`config.mk`:
```
export PLATFORM = sky130hd
export DESIGN_NAME = dinfilt_diag
export DESIGN_NICKNAME = d
export VERILOG_FILES = /design/src/hw/dinfilt_pkg.sv /design/src/hw/dinfilt_diag.sv
export VERILOG_INCLUDE_DIRS = /design/src /design/src/hw
export SDC_FILE = /design/constraint.sdc
export NUM_CORES = 1
export LEC_CHECK = 0
export BUFFER_PORTS_ARGS = -buffer_cell sky130_fd_sc_hd__buf_2
export CAP_MARGIN = 20
export CORE_MARGIN = 3
export CORE_UTILIZATION = 65
export CTS_BUF_LIST = sky130_fd_sc_hd__clkbuf_8
export CTS_CLUSTER_SIZE = 24
export DETAILED_ROUTE_END_ITERATION = 10
export PLACE_DENSITY = 0.79
export SYNTH_ARGS = -nofsm -noshare
export SYNTH_HDL_FRONTEND = slang
export SYNTH_SLANG_ARGS = --single-unit
```
`constraint.sdc`:
```
create_clock -name i_clk_sys -period 4.2 [get_ports i_clk_sys]
set_input_delay 0.63 -clock i_clk_sys [delete_from_list [all_inputs] [get_ports i_clk_sys]]
set_output_delay 0.63 -clock i_clk_sys [all_outputs]
set_load 0.02 [all_outputs]
```
`src/hw/dinfilt_cfg.svh`:
```
// Constants of the eight-channel input filter and diagnostic block
// Operation
// - Interrupt enable byte takes 00h (off) or 40h (on); resets to 00h.
// - Wire-break enable bit n switches on detection for channel n.
// - Filter byte low nibble sets even channel, high nibble next odd.
// - Nibble codes 1h..7h select 100us to 20ms; other codes forbidden.
// - Four filter bytes, record sets 80h..83h, each defaulting to 11h.
// - Each input is delayed by its filter time to suppress spikes.
// - Diagnostic byte 0 flags module, internal, external, channel, parameter.
// - Diagnostic byte 0 bit 4 flags missing auxiliary supply.
// - Diagnostic byte 3 flags buffer overflow (bit 3), comm error (bit 4).
// - Module information byte reads 1Fh.
// - Channel type byte reads 70h.
// - Record reports 08h diagnostic bits per channel.
// - Record reports 08h channels.
// - Channel error summary bit n follows channel n error.
// - Per-channel error byte bit 4 flags wire break.
// - Wire breaks count only on channels with detection enabled.
// - Free-running 32-bit microsecond counter from 0, wrapping.
// - Last four record bytes hold counter value at the event.
// - Record set 01h reads full record, 00h its first four bytes.
// - CANopen index 2F01h reads full record, 2F00h first four bytes.
// - EtherCAT index 3100h subs 01h..06h for parameters, 5005h diagnostics.
`ifndef DINFILT_CFG_SVH
`define DINFILT_CFG_SVH

`define CLK_MHZ 25
`define US_CYC (`CLK_MHZ)
`define FILT_US_1 100
`define FILT_US_2 400
`define FILT_US_3 800
`define FILT_US_4 1600
`define FILT_US_5 3200
`define FILT_US_6 10000
`define FILT_US_7 20000

`define DIAG_INTERRUPT_ENABLE_OFF 8'h00
`define DIAG_INTERRUPT_ENABLE_ON 8'h40
`define DIAG_INTERRUPT_ENABLE_RST 8'h00
`define WB_EN_RST 8'h00
`define FILT_RST 8'h11

`define DS_DIAG_SHORT 8'h00
`define DS_DIAG_FULL 8'h01
`define DS_PARAM 8'h00
`define DS_FILT0 8'h80
`define DS_FILT3 8'h83
`define IX_PARAM0 16'h3100
`define IX_PARAM5 16'h3105
`define IX_DIAG_SHORT 16'h2f00
`define IX_DIAG_FULL 16'h2f01
`define EC_PARAM 16'h3100
`define EC_DIAG 16'h5005
`define SX_PARAM_FIRST 8'h01
`define SX_PARAM_LAST 8'h06
`define SX_DIAG_FIRST 8'h02
`define SX_DIAG_LAST 8'h11
`define SX_DIAG_TS 8'h13

`define DIAG_SHORT_LEN 5'd4
`define DIAG_LEN 5'd20
`define DIAG_TS_BYTE 5'd16
`define PARAM_LEN 3'd6

`define A_MOD_FAIL 0
`define A_INTERNAL 1
`define A_EXTERNAL 2
`define A_CHANNEL 3
`define A_AUX 4
`define A_PARAM 7
`define D_OVERFLOW 3
`define D_COMM 4
`define CH_WIRE_BREAK 4

`define MODULE_INFO 8'h1f
`define CHANNEL_KIND 8'h70
`define DIAG_BITS_PER_CH 8'h08
`define CHANNEL_COUNT 8'h08

`endif

```
`src/hw/dinfilt_pkg.sv`:
```
// Types shared by the input filter and diagnostic block
package dinfilt_pkg;
  typedef enum logic [1:0] {
    ACC_RECORD = 2'b00,
    ACC_CANOPEN = 2'b01,
    ACC_ETHERCAT = 2'b10
  } acc_mode_t;

  typedef struct packed {
    logic rd;
    logic wr;
    acc_mode_t mode;
    logic [7:0] record_set_number;
    logic [15:0] object_index;
    logic [7:0] object_subindex;
    logic [4:0] offset;
    logic [7:0] wdata;
  } rec_req_t;

  typedef struct packed {
    logic valid;
    logic err;
    logic [7:0] rdata;
  } rec_rsp_t;

  typedef enum logic [1:0] {
    TGT_NONE = 2'b00,
    TGT_PARAM = 2'b01,
    TGT_DIAG = 2'b10
  } tgt_t;
endpackage

```
`src/hw/dinfilt_diag.sv`:
```
// Input filters, parameter records and diagnostic record of 8 inputs
`timescale 1ns/10ps
`include "dinfilt_cfg.svh"

module dinfilt_diag #(
  parameter logic [18:0] FILT_CYC_2 = 19'(`FILT_US_2 * `US_CYC),
  parameter logic [18:0] FILT_CYC_3 = 19'(`FILT_US_3 * `US_CYC),
  parameter logic [18:0] FILT_CYC_4 = 19'(`FILT_US_4 * `US_CYC),
  parameter logic [18:0] FILT_CYC_5 = 19'(`FILT_US_5 * `US_CYC),
  parameter logic [18:0] FILT_CYC_6 = 19'(`FILT_US_6 * `US_CYC),
  parameter logic [18:0] FILT_CYC_7 = 19'(`FILT_US_7 * `US_CYC)
) (
  // Clock and reset
  input wire logic i_clk_sys,
  input wire logic i_rst_n,
  // Field side
  input wire logic [7:0] i_input_channel_n,
  input wire logic [7:0] i_wire_break,
  input wire logic i_aux_missing,
  input wire logic i_comm_error,
  input wire logic i_module_fault,
  // Coupler side
  input wire logic i_stop_state,
  input wire logic i_rec_lock,
  input wire logic i_irq_ack,
  input wire dinfilt_pkg::rec_req_t i_req,
  output dinfilt_pkg::rec_rsp_t o_rsp,
  output logic o_diag_irq,
  // Filtered process inputs
  output logic [7:0] o_input_state
);
  import dinfilt_pkg::*;

  localparam logic [18:0] FILT_CYC_1 = 19'(`FILT_US_1 * `US_CYC);
  localparam logic [4:0] US_LAST = 5'(`US_CYC - 1);

  // Field inputs: 8 channels, 8 wire-break, aux, comm, fault
  localparam int NSYNC = 19;

  logic [NSYNC-1:0] raw_in;
  logic [NSYNC-1:0] s1_reg;
  logic [NSYNC-1:0] s2_reg;
  logic [NSYNC-1:0] s3_reg;
  logic [NSYNC-1:0] agreed_reg;

  assign raw_in = {i_module_fault, i_comm_error, i_aux_missing,
                   i_wire_break, i_input_channel_n};

  // A field change counts only once the second and third stages agree
  always_ff @(posedge i_clk_sys or negedge i_rst_n) begin
    if (!i_rst_n) begin
      s1_reg <= '0;
      s2_reg <= '0;
      s3_reg <= '0;
      agreed_reg <= '0;
    end else begin
      s1_reg <= raw_in;
      s2_reg <= s1_reg;
      s3_reg <= s2_reg;
      agreed_reg <= (s2_reg & s3_reg) | (agreed_reg & (s2_reg | s3_reg));
    end
  end

  // Parameter records
  logic [7:0] diag_interrupt_enable_reg;
  logic [7:0] wire_break_enable_reg;
  logic [7:0] filter_time_reg [4];
  logic param_error_reg;

  function automatic logic nib_ok(input logic [3:0] n);
    return (n >= 4'h1) && (n <= 4'h7);
  endfunction

  function automatic logic [18:0] filt_cycles(input logic [3:0] n);
    case (n)
      4'h2: return FILT_CYC_2;
      4'h3: return FILT_CYC_3;
      4'h4: return FILT_CYC_4;
      4'h5: return FILT_CYC_5;
      4'h6: return FILT_CYC_6;
      4'h7: return FILT_CYC_7;
      default: return FILT_CYC_1;
    endcase
  endfunction

  // Request decode to a target byte
  tgt_t tgt;
  logic [4:0] tgt_byte;
  logic tgt_wr_ok;

  always_comb begin
    tgt = TGT_NONE;
    tgt_byte = '0;
    case (i_req.mode)
      ACC_RECORD: begin
        if (i_req.wr && i_req.record_set_number == `DS_PARAM &&
            i_req.offset < 5'd2) begin
          tgt = TGT_PARAM;
          tgt_byte = i_req.offset;
        end else if (i_req.record_set_number >= `DS_FILT0 &&
                     i_req.record_set_number <= `DS_FILT3 &&
                     i_req.offset == 5'd0) begin
          tgt = TGT_PARAM;
          tgt_byte = 5'(i_req.record_set_number - `DS_FILT0) + 5'd2;
        end else if (i_req.rd &&
                     i_req.record_set_number == `DS_DIAG_SHORT &&
                     i_req.offset < `DIAG_SHORT_LEN) begin
          tgt = TGT_DIAG;
          tgt_byte = i_req.offset;
        end else if (i_req.rd &&
                     i_req.record_set_number == `DS_DIAG_FULL &&
                     i_req.offset < `DIAG_LEN) begin
          tgt = TGT_DIAG;
          tgt_byte = i_req.offset;
        end
      end
      ACC_CANOPEN: begin
        if (i_req.object_index >= `IX_PARAM0 &&
            i_req.object_index <= `IX_PARAM5 && i_req.offset == 5'd0) begin
          tgt = TGT_PARAM;
          tgt_byte = 5'(i_req.object_index - `IX_PARAM0);
        end else if (i_req.rd && i_req.object_index == `IX_DIAG_SHORT &&
                     i_req.offset < `DIAG_SHORT_LEN) begin
          tgt = TGT_DIAG;
          tgt_byte = i_req.offset;
        end else if (i_req.rd && i_req.object_index == `IX_DIAG_FULL &&
                     i_req.offset < `DIAG_LEN) begin
          tgt = TGT_DIAG;
          tgt_byte = i_req.offset;
        end
      end
      ACC_ETHERCAT: begin
        if (i_req.object_index == `EC_PARAM &&
            i_req.object_subindex >= `SX_PARAM_FIRST &&
            i_req.object_subindex <= `SX_PARAM_LAST &&
            i_req.offset == 5'd0) begin
          tgt = TGT_PARAM;
          tgt_byte = 5'(i_req.object_subindex - `SX_PARAM_FIRST);
        end else if (i_req.rd && i_req.object_index == `EC_DIAG &&
                     i_req.object_subindex >= `SX_DIAG_FIRST &&
                     i_req.object_subindex <= `SX_DIAG_LAST &&
                     i_req.offset == 5'd0) begin
          tgt = TGT_DIAG;
          tgt_byte = 5'(i_req.object_subindex - `SX_DIAG_FIRST);
        end else if (i_req.rd && i_req.object_index == `EC_DIAG &&
                     i_req.object_subindex == `SX_DIAG_TS &&
                     i_req.offset < 5'd4) begin
          tgt = TGT_DIAG;
          tgt_byte = `DIAG_TS_BYTE + i_req.offset;
        end
      end
      default: begin
        tgt = TGT_NONE;
      end
    endcase
  end

  // Value checks on parameter writes
  always_comb begin
    tgt_wr_ok = 1'b1;
    if (tgt_byte == 5'd0) begin
      tgt_wr_ok = (i_req.wdata == `DIAG_INTERRUPT_ENABLE_OFF) ||
                  (i_req.wdata == `DIAG_INTERRUPT_ENABLE_ON);
    end else if (tgt_byte >= 5'd2) begin
      tgt_wr_ok = nib_ok(i_req.wdata[3:0]) &&
                  nib_ok(i_req.wdata[7:4]);
    end
    // The two enable bytes only change while the system is stopped
    if (tgt_byte < 5'd2 && !i_stop_state) begin
      tgt_wr_ok = 1'b0;
    end
  end

  logic do_wr;
  logic wr_reject;

  assign do_wr = i_req.wr && tgt == TGT_PARAM && tgt_wr_ok;
  assign wr_reject = i_req.wr && tgt == TGT_PARAM && !tgt_wr_ok &&
                     (tgt_byte >= 5'd2 || i_stop_state);

  always_ff @(posedge i_clk_sys or negedge i_rst_n) begin
    if (!i_rst_n) begin
      diag_interrupt_enable_reg <= `DIAG_INTERRUPT_ENABLE_RST;
      wire_break_enable_reg <= `WB_EN_RST;
      for (int k = 0; k < 4; k++) begin
        filter_time_reg[k] <= `FILT_RST;
      end
    end else if (do_wr) begin
      case (tgt_byte)
        5'd0: diag_interrupt_enable_reg <= i_req.wdata;
        5'd1: wire_break_enable_reg <= i_req.wdata;
        5'd2: filter_time_reg[0] <= i_req.wdata;
        5'd3: filter_time_reg[1] <= i_req.wdata;
        5'd4: filter_time_reg[2] <= i_req.wdata;
        5'd5: filter_time_reg[3] <= i_req.wdata;
        default: ;
      endcase
    end
  end

  // Sticky until the next accepted parameter write
  always_ff @(posedge i_clk_sys or negedge i_rst_n) begin
    if (!i_rst_n) begin
      param_error_reg <= 1'b0;
    end else if (wr_reject) begin
      param_error_reg <= 1'b1;
    end else if (do_wr) begin
      param_error_reg <= 1'b0;
    end
  end

  // Input filters: a new level must hold for the full filter time
  logic [18:0] filt_cnt_reg [8];

  generate
    for (genvar c = 0; c < 8; c++) begin : g_filt
      logic [3:0] nib;
      logic [18:0] limit;
      assign nib = c[0] ? filter_time_reg[c/2][7:4] :
                          filter_time_reg[c/2][3:0];
      assign limit = filt_cycles(nib);

      always_ff @(posedge i_clk_sys or negedge i_rst_n) begin
        if (!i_rst_n) begin
          filt_cnt_reg[c] <= '0;
          o_input_state[c] <= 1'b0;
        end else if (agreed_reg[c] == o_input_state[c]) begin
          filt_cnt_reg[c] <= '0;
        end else if (filt_cnt_reg[c] >= limit - 19'd1) begin
          filt_cnt_reg[c] <= '0;
          o_input_state[c] <= agreed_reg[c];
        end else begin
          filt_cnt_reg[c] <= filt_cnt_reg[c] + 19'd1;
        end
      end
    end
  endgenerate

  // Microsecond ticker
  logic [4:0] us_pre_reg;
  logic [31:0] us_ticker_reg;

  always_ff @(posedge i_clk_sys or negedge i_rst_n) begin
    if (!i_rst_n) begin
      us_pre_reg <= '0;
      us_ticker_reg <= '0;
    end else if (us_pre_reg == US_LAST) begin
      us_pre_reg <= '0;
      us_ticker_reg <= us_ticker_reg + 32'd1;
    end else begin
      us_pre_reg <= us_pre_reg + 5'd1;
    end
  end

  // Error flags
  logic [7:0] channel_err;
  logic [7:0] diag_a;
  logic [7:0] diag_d;
  logic overflow_reg;
  logic [15:0] flags;
  logic [15:0] flags_prev_reg;
  logic new_event;

  assign channel_err = agreed_reg[15:8] & wire_break_enable_reg;
  assign diag_d = {3'b000, agreed_reg[17], overflow_reg, 3'b000};

  always_comb begin
    diag_a = 8'h00;
    diag_a[`A_MOD_FAIL] = agreed_reg[18];
    diag_a[`A_INTERNAL] = |diag_d;
    diag_a[`A_EXTERNAL] = (|channel_err) | agreed_reg[16];
    diag_a[`A_CHANNEL] = |channel_err;
    diag_a[`A_AUX] = agreed_reg[16];
    diag_a[`A_PARAM] = param_error_reg;
  end

  assign flags = {diag_a, channel_err};
  assign new_event = |(flags & ~flags_prev_reg);

  always_ff @(posedge i_clk_sys or negedge i_rst_n) begin
    if (!i_rst_n) begin
      flags_prev_reg <= '0;
    end else begin
      flags_prev_reg <= flags;
    end
  end

  // An event arriving while the last one is still unacknowledged overflows
  always_ff @(posedge i_clk_sys or negedge i_rst_n) begin
    if (!i_rst_n) begin
      overflow_reg <= 1'b0;
    end else if (new_event && o_diag_irq) begin
      overflow_reg <= 1'b1;
    end else if (i_irq_ack) begin
      overflow_reg <= 1'b0;
    end
  end

  // Set wins over acknowledge in the same cycle
  always_ff @(posedge i_clk_sys or negedge i_rst_n) begin
    if (!i_rst_n) begin
      o_diag_irq <= 1'b0;
    end else if (new_event &&
                 diag_interrupt_enable_reg == `DIAG_INTERRUPT_ENABLE_ON) begin
      o_diag_irq <= 1'b1;
    end else if (i_irq_ack) begin
      o_diag_irq <= 1'b0;
    end
  end

  // Timestamp: shadow catches the event, visible copy moves when unlocked
  logic [31:0] ts_shadow_reg;
  logic ts_pending_reg;
  logic [31:0] diag_timestamp_reg;

  always_ff @(posedge i_clk_sys or negedge i_rst_n) begin
    if (!i_rst_n) begin
      ts_shadow_reg <= '0;
      ts_pending_reg <= 1'b0;
      diag_timestamp_reg <= '0;
    end else begin
      if (new_event) begin
        ts_shadow_reg <= us_ticker_reg;
      end
      if (new_event && i_rec_lock) begin
        ts_pending_reg <= 1'b1;
      end else if (!i_rec_lock) begin
        ts_pending_reg <= 1'b0;
      end
      if (!i_rec_lock && new_event) begin
        diag_timestamp_reg <= us_ticker_reg;
      end else if (!i_rec_lock && ts_pending_reg) begin
        diag_timestamp_reg <= ts_shadow_reg;
      end
    end
  end

  // Read mux
  logic [7:0] rd_byte;

  always_comb begin
    rd_byte = 8'h00;
    if (tgt == TGT_PARAM) begin
      case (tgt_byte)
        5'd0: rd_byte = diag_interrupt_enable_reg;
        5'd1: rd_byte = wire_break_enable_reg;
        5'd2: rd_byte = filter_time_reg[0];
        5'd3: rd_byte = filter_time_reg[1];
        5'd4: rd_byte = filter_time_reg[2];
        5'd5: rd_byte = filter_time_reg[3];
        default: rd_byte = 8'h00;
      endcase
    end else if (tgt == TGT_DIAG) begin
      case (tgt_byte)
        5'd0: rd_byte = diag_a;
        5'd1: rd_byte = `MODULE_INFO;
        5'd2: rd_byte = 8'h00;
        5'd3: rd_byte = diag_d;
        5'd4: rd_byte = `CHANNEL_KIND;
        5'd5: rd_byte = `DIAG_BITS_PER_CH;
        5'd6: rd_byte = `CHANNEL_COUNT;
        5'd7: rd_byte = channel_err;
        5'd16: rd_byte = diag_timestamp_reg[7:0];
        5'd17: rd_byte = diag_timestamp_reg[15:8];
        5'd18: rd_byte = diag_timestamp_reg[23:16];
        5'd19: rd_byte = diag_timestamp_reg[31:24];
        default: begin
          if (tgt_byte >= 5'd8 && tgt_byte <= 5'd15) begin
            rd_byte[`CH_WIRE_BREAK] = channel_err[tgt_byte[2:0]];
          end
        end
      endcase
    end
  end

  always_ff @(posedge i_clk_sys or negedge i_rst_n) begin
    if (!i_rst_n) begin
      o_rsp <= '0;
    end else begin
      o_rsp.valid <= i_req.rd | i_req.wr;
      o_rsp.err <= (i_req.rd | i_req.wr) &&
                   (tgt == TGT_NONE || (i_req.wr && !tgt_wr_ok));
      o_rsp.rdata <= i_req.rd ? rd_byte : 8'h00;
    end
  end
endmodule

```
==> impl_metrics.py <==
metrics = {
    "global_routing": {
        "gr-total-overflow": 0,
        "grt_pass1_vias": 17600,
        "grt_max_degree": 98,
        "grt_antenna_before_repair": 4,
        "grt_pass1_wl_mm": 87.1,
        "grt_use_total": 0.289,
    },
    "drt": {
        "drc_errors": 0,
        "vias": 17200,
        "wl_per_cell_um": 18.3,
        "drt_wl_total_mm": 52.2,
        "detail-route-antenna-nets": 0,
        "post_drt_via_cell_ratio": 6.01,
        "drt-initial-drc-count": 1236,
        "first_pass_iters": 5,
    },
    "sta": {
        "setup_viol": 0,
        "hold_viol": 0,
        "period_share": 0.860,
        "period_needed_ns": 3.61,
        "tightest_slew_ns": 0.744,
        "fin_skew_ns": 0.0212,
        "hold_slack_ns": 0.111,
        "rsz0062_at_grt": "no",
        "fmax_ghz": 0.277,
        "fin_setup_tns_ns": 0,
        "report.final.slew_viol_count": 0,
        "slew_headroom": 0.504,
    },
    "critical_path": {
        "critical_path_class": "in -> reg",
        "r2r-end": "filt_cnt_reg[65]",
        "cp.depth": 13,
        "worst_setup_path_end_kind": "register",
        "crit_path_max_incr_delay_ns": 0.55,
        "path_delay_family": "simple AND/OR/NAND/NOR gates",
        "reg2reg_from": "filter_time_reg[10]",
        "cp-start-kind": "input port",
        "path_cells": "buf_2 > inv_1 > ha_1 > or4b_1 > o211a_2 > and4_1 > a221o_1 > a211oi_4 > buf_4 > o21a_1 > nor3b_1 > and3_1 > mux2_4",
        "endpoint": "filter_time_reg[6]",
        "r2r_setup_slack_ns": 0.66,
        "cp_max_fo": 8,
        "worstPathRequired_ns": 4.71,
        "cp_slowest_cell": "and3_1",
        "crit_buf_inv": 3,
        "r2r_cells": 14,
        "crit_start": "i_req[13]",
        "critPathArrivalTime_ns": 4.12,
    },
    "power_and_ir_drop": {
        "clkPwrFrac": 0.425,
        "p_seq_frac": 0.512,
        "power.share.combinational": 0.062,
        "cellPowerDensity_nw_per_um2": 323,
        "irDropWorstVdd_v": 0.000279,
        "power_switching_share": 0.244,
        "p_sw_mw": 1.98,
        "intPower_mw": 6.13,
        "p_leak_nw": 12.3,
    },
    "yosys": {
        "netlist_instances": 2233,
        "synth_xor_area_frac": 0.0732,
        "synth_edf_count": 0,
        "synth_compound_area_frac": 0.0918,
        "synth_cell_types": 80,
        "ys.flop_type": "dfrtp_1",
        "synth_seq_cells": 413,
        "synthMuxAreaShare": 0.0715,
        "synth_top_family_by_area": "simple AND/OR/NAND/NOR gates",
        "synthAdderAreaFrac": 0.0942,
        "syn_area_per_cell_sq_um": 10.2,
        "synth_area_sq_um": 22700,
        "ys_warn_count": 0,
        "synthSimpleGateAreaFrac": 0.193,
        "synth_async_sr_flop_share": 1.00,
        "synth_fp_nets": 2461,
        "ys_seq_area_frac": 0.455,
    },
    "floorplanning": {
        "start_util": 0.669,
        "die_w_um": 193,
        "rows": 67,
        "die-area_sq_um": 37200,
        "die_y_um": 193,
        "io_pins": 92,
        "core_sq_um": 34000,
    },
    "layout": {
        "area_growth_pct": 10.6,
        "fillers": 2463,
        "largest_register_ffs": 152,
        "nNetsFinal": 2586,
        "drive_gt1_frac": 0.155,
    },
    "run_status": {
        "outcome": "completed",
    },
    "placement": {
        "place.gp.congestion": 0.947,
        "dp_hpwl_mm": 38.3,
        "portBuffers": 91,
    },
    "clock_network": {
        "postCtsSetupRepairBufs": 0,
        "postCtsResizedCells": 0,
        "clk_pin_slew_ns": 0.06,
        "cts_tree": "done",
        "cts_buffers": 69,
        "clock_path_buffers": 3,
        "clockRootBuffer": "clkbuf_8",
        "htree_levels": 3,
        "clock_latency_ns": 0.62,
        "numClockSinks": 413,
    },
    "run": {
        "drv_cap": 0,
    },
    "min_path": {
        "hold_class": "in -> reg",
    },
}
## Yosys cell counts, types with 6 or more instances
master,instances,share of area
or4_1,8,0.0026
nand2_1,175,0.029
nor2_1,265,0.044
o21a_1,9,0.0030
xnor2_1,74,0.029
nor2b_1,60,0.017
ha_1,155,0.085
a221o_1,6,0.0026
mux2_2,107,0.053
a211oi_1,21,0.0069
dfrtp_1,405,0.45
o21bai_1,15,0.0050
nand2b_1,31,0.0085
or3_1,11,0.0030
nand3_1,96,0.021
o31ai_1,8,0.0026
inv_1,50,0.0083
or2_2,8,0.0022
nand4_1,57,0.016
mux2i_1,33,0.015
and3_1,68,0.019
and4_1,10,0.0039
xor2_1,116,0.045
clkbuf_1,59,0.0097
nand3b_1,8,0.0026
and2_1,14,0.0039
maj3_1,20,0.0088
nor4_1,14,0.0039
a31o_2,10,0.0039
nor3_1,30,0.0066
a21o_1,44,0.015
a21boi_0,6,0.0020
dfstp_2,8,0.0093
a21oi_1,53,0.012
o211ai_1,10,0.0033
mux2_4,6,0.0040
o21ai_0,73,0.016
## worst register-to-register path, cell delays in order, from the launching register on
cell      delay, ns
dfrtp_1        0.51
inv_1          0.19
nor2_1         0.26
mux2i_1        0.13
or2_2          0.30
ha_1           0.30
nand4_1        0.11
nor4_1         0.34
o21a_1         0.15
o21ai_0        0.06
nand2b_1       0.07
a21oi_1        0.05
o21ai_0        0.14
nand2b_1       0.63
nor2_1         0.12
## worst min-delay path by stage
| stage | startpoint | endpoint | depth (start not counted) |
|---|---|---|---|
| finish | i_input_channel_n[6] | s1_reg[6] | 1 |
| global route | i_input_channel_n[6] | s1_reg[6] | 1 |
| CTS | i_input_channel_n[6] | s1_reg[6] | 1 |
| detailed placement | s1_reg[16] | s2_reg[16] | 0 |
| global placement | s1_reg[17] | s2_reg[17] | 0 |
| floorplan | i_rst_n | agreed_reg[0] | 0 |
## cells in the final DEF (no fill, tap or decap), drive strengths merged, types with 14 or more instances in the layout
cell type / count
xnor2: 74
mux2: 113
dfrtp: 405
a211oi: 22
nor4: 17
nand3: 96
nor2b: 60
mux2i: 33
and3: 69
nor2: 265
a21o: 44
a21oi: 53
nor3: 31
nand2: 175
buf: 124
and2: 14
clkbuf: 84
maj3: 20
xor2: 116
ha: 155
nand2b: 31
o21bai: 15
inv: 74
nand4: 58
o21ai: 73
## power groups by stage
stage                     sequential (mW)  clock [mW]  combinational, mW
after floorplan                      4.19           0              0.289
after global placement               4.21           0              0.489
after detailed placement             4.22           0              0.507
after CTS                            4.15        3.52              0.512
after global routing                 4.16        3.70              0.570
final                                4.15        3.45              0.505
## metrics by stage
stage | area (sq um) | worst slack, ns | power [mW] | utilization | std cells
floorplan | 22700 | 0.399 | 4.48 | - | 2233
global placement | 23800 | 0.136 | 4.70 | 0.700 | 2734
detailed placement | 23800 | 0.0527 | 4.73 | 0.700 | 2734
CTS | 25100 | 0.713 | 8.19 | 0.740 | 2853
global route | 25100 | 0.321 | 8.43 | 0.740 | 2854
finish | 25100 | 0.587 | 8.10 | 0.740 | 2857
## timing repair
item / CTS / global route
endpoints found under the setup margin: 0 / 0
endpoints found under the hold margin: 64 / 0
hold buffers: 1 / 0
## metal layers
layer  part of all wire  wire (um)  GRT usage
met1               0.45      23400      0.393
met2               0.47      24500      0.472
met3              0.054       2800     0.0513
met4              0.028       1470      0.104
met5            0.00046         24          0
## cell type report
| type | count | area, sq um | share of cell area |
|---|---|---|---|
| Clock buffer | 84 | 1160 | 0.0460 |
| Timing Repair Buffer | 125 | 773 | 0.0308 |
| Tap cell | 448 | 561 | 0.0223 |
| Sequential cell | 413 | 10300 | 0.412 |
| Multi-Input combinational cell | 1697 | 11900 | 0.474 |
| Antenna cell | 4 | 10.0 | 0.000398 |
| Clock inverter | 34 | 180 | 0.00717 |
| Inverter | 52 | 195 | 0.00777 |
## cells by family (layout without fill, tap and decap cells)
| kind of cell | after synthesis | count (layout) |
|---|---|---|
| other | 0 | 4 |
| multiplexers | 146 | 146 |
| flip-flops | 413 | 413 |
| AO/OA/AOI/OAI | 308 | 308 |
| buffers and inverters | 123 | 295 |
| XOR/XNOR | 190 | 190 |
| AND/OR/NAND/NOR | 878 | 878 |
| adder cells (fa/ha/maj) | 175 | 175 |
Power figures use the tool's default switching activity.
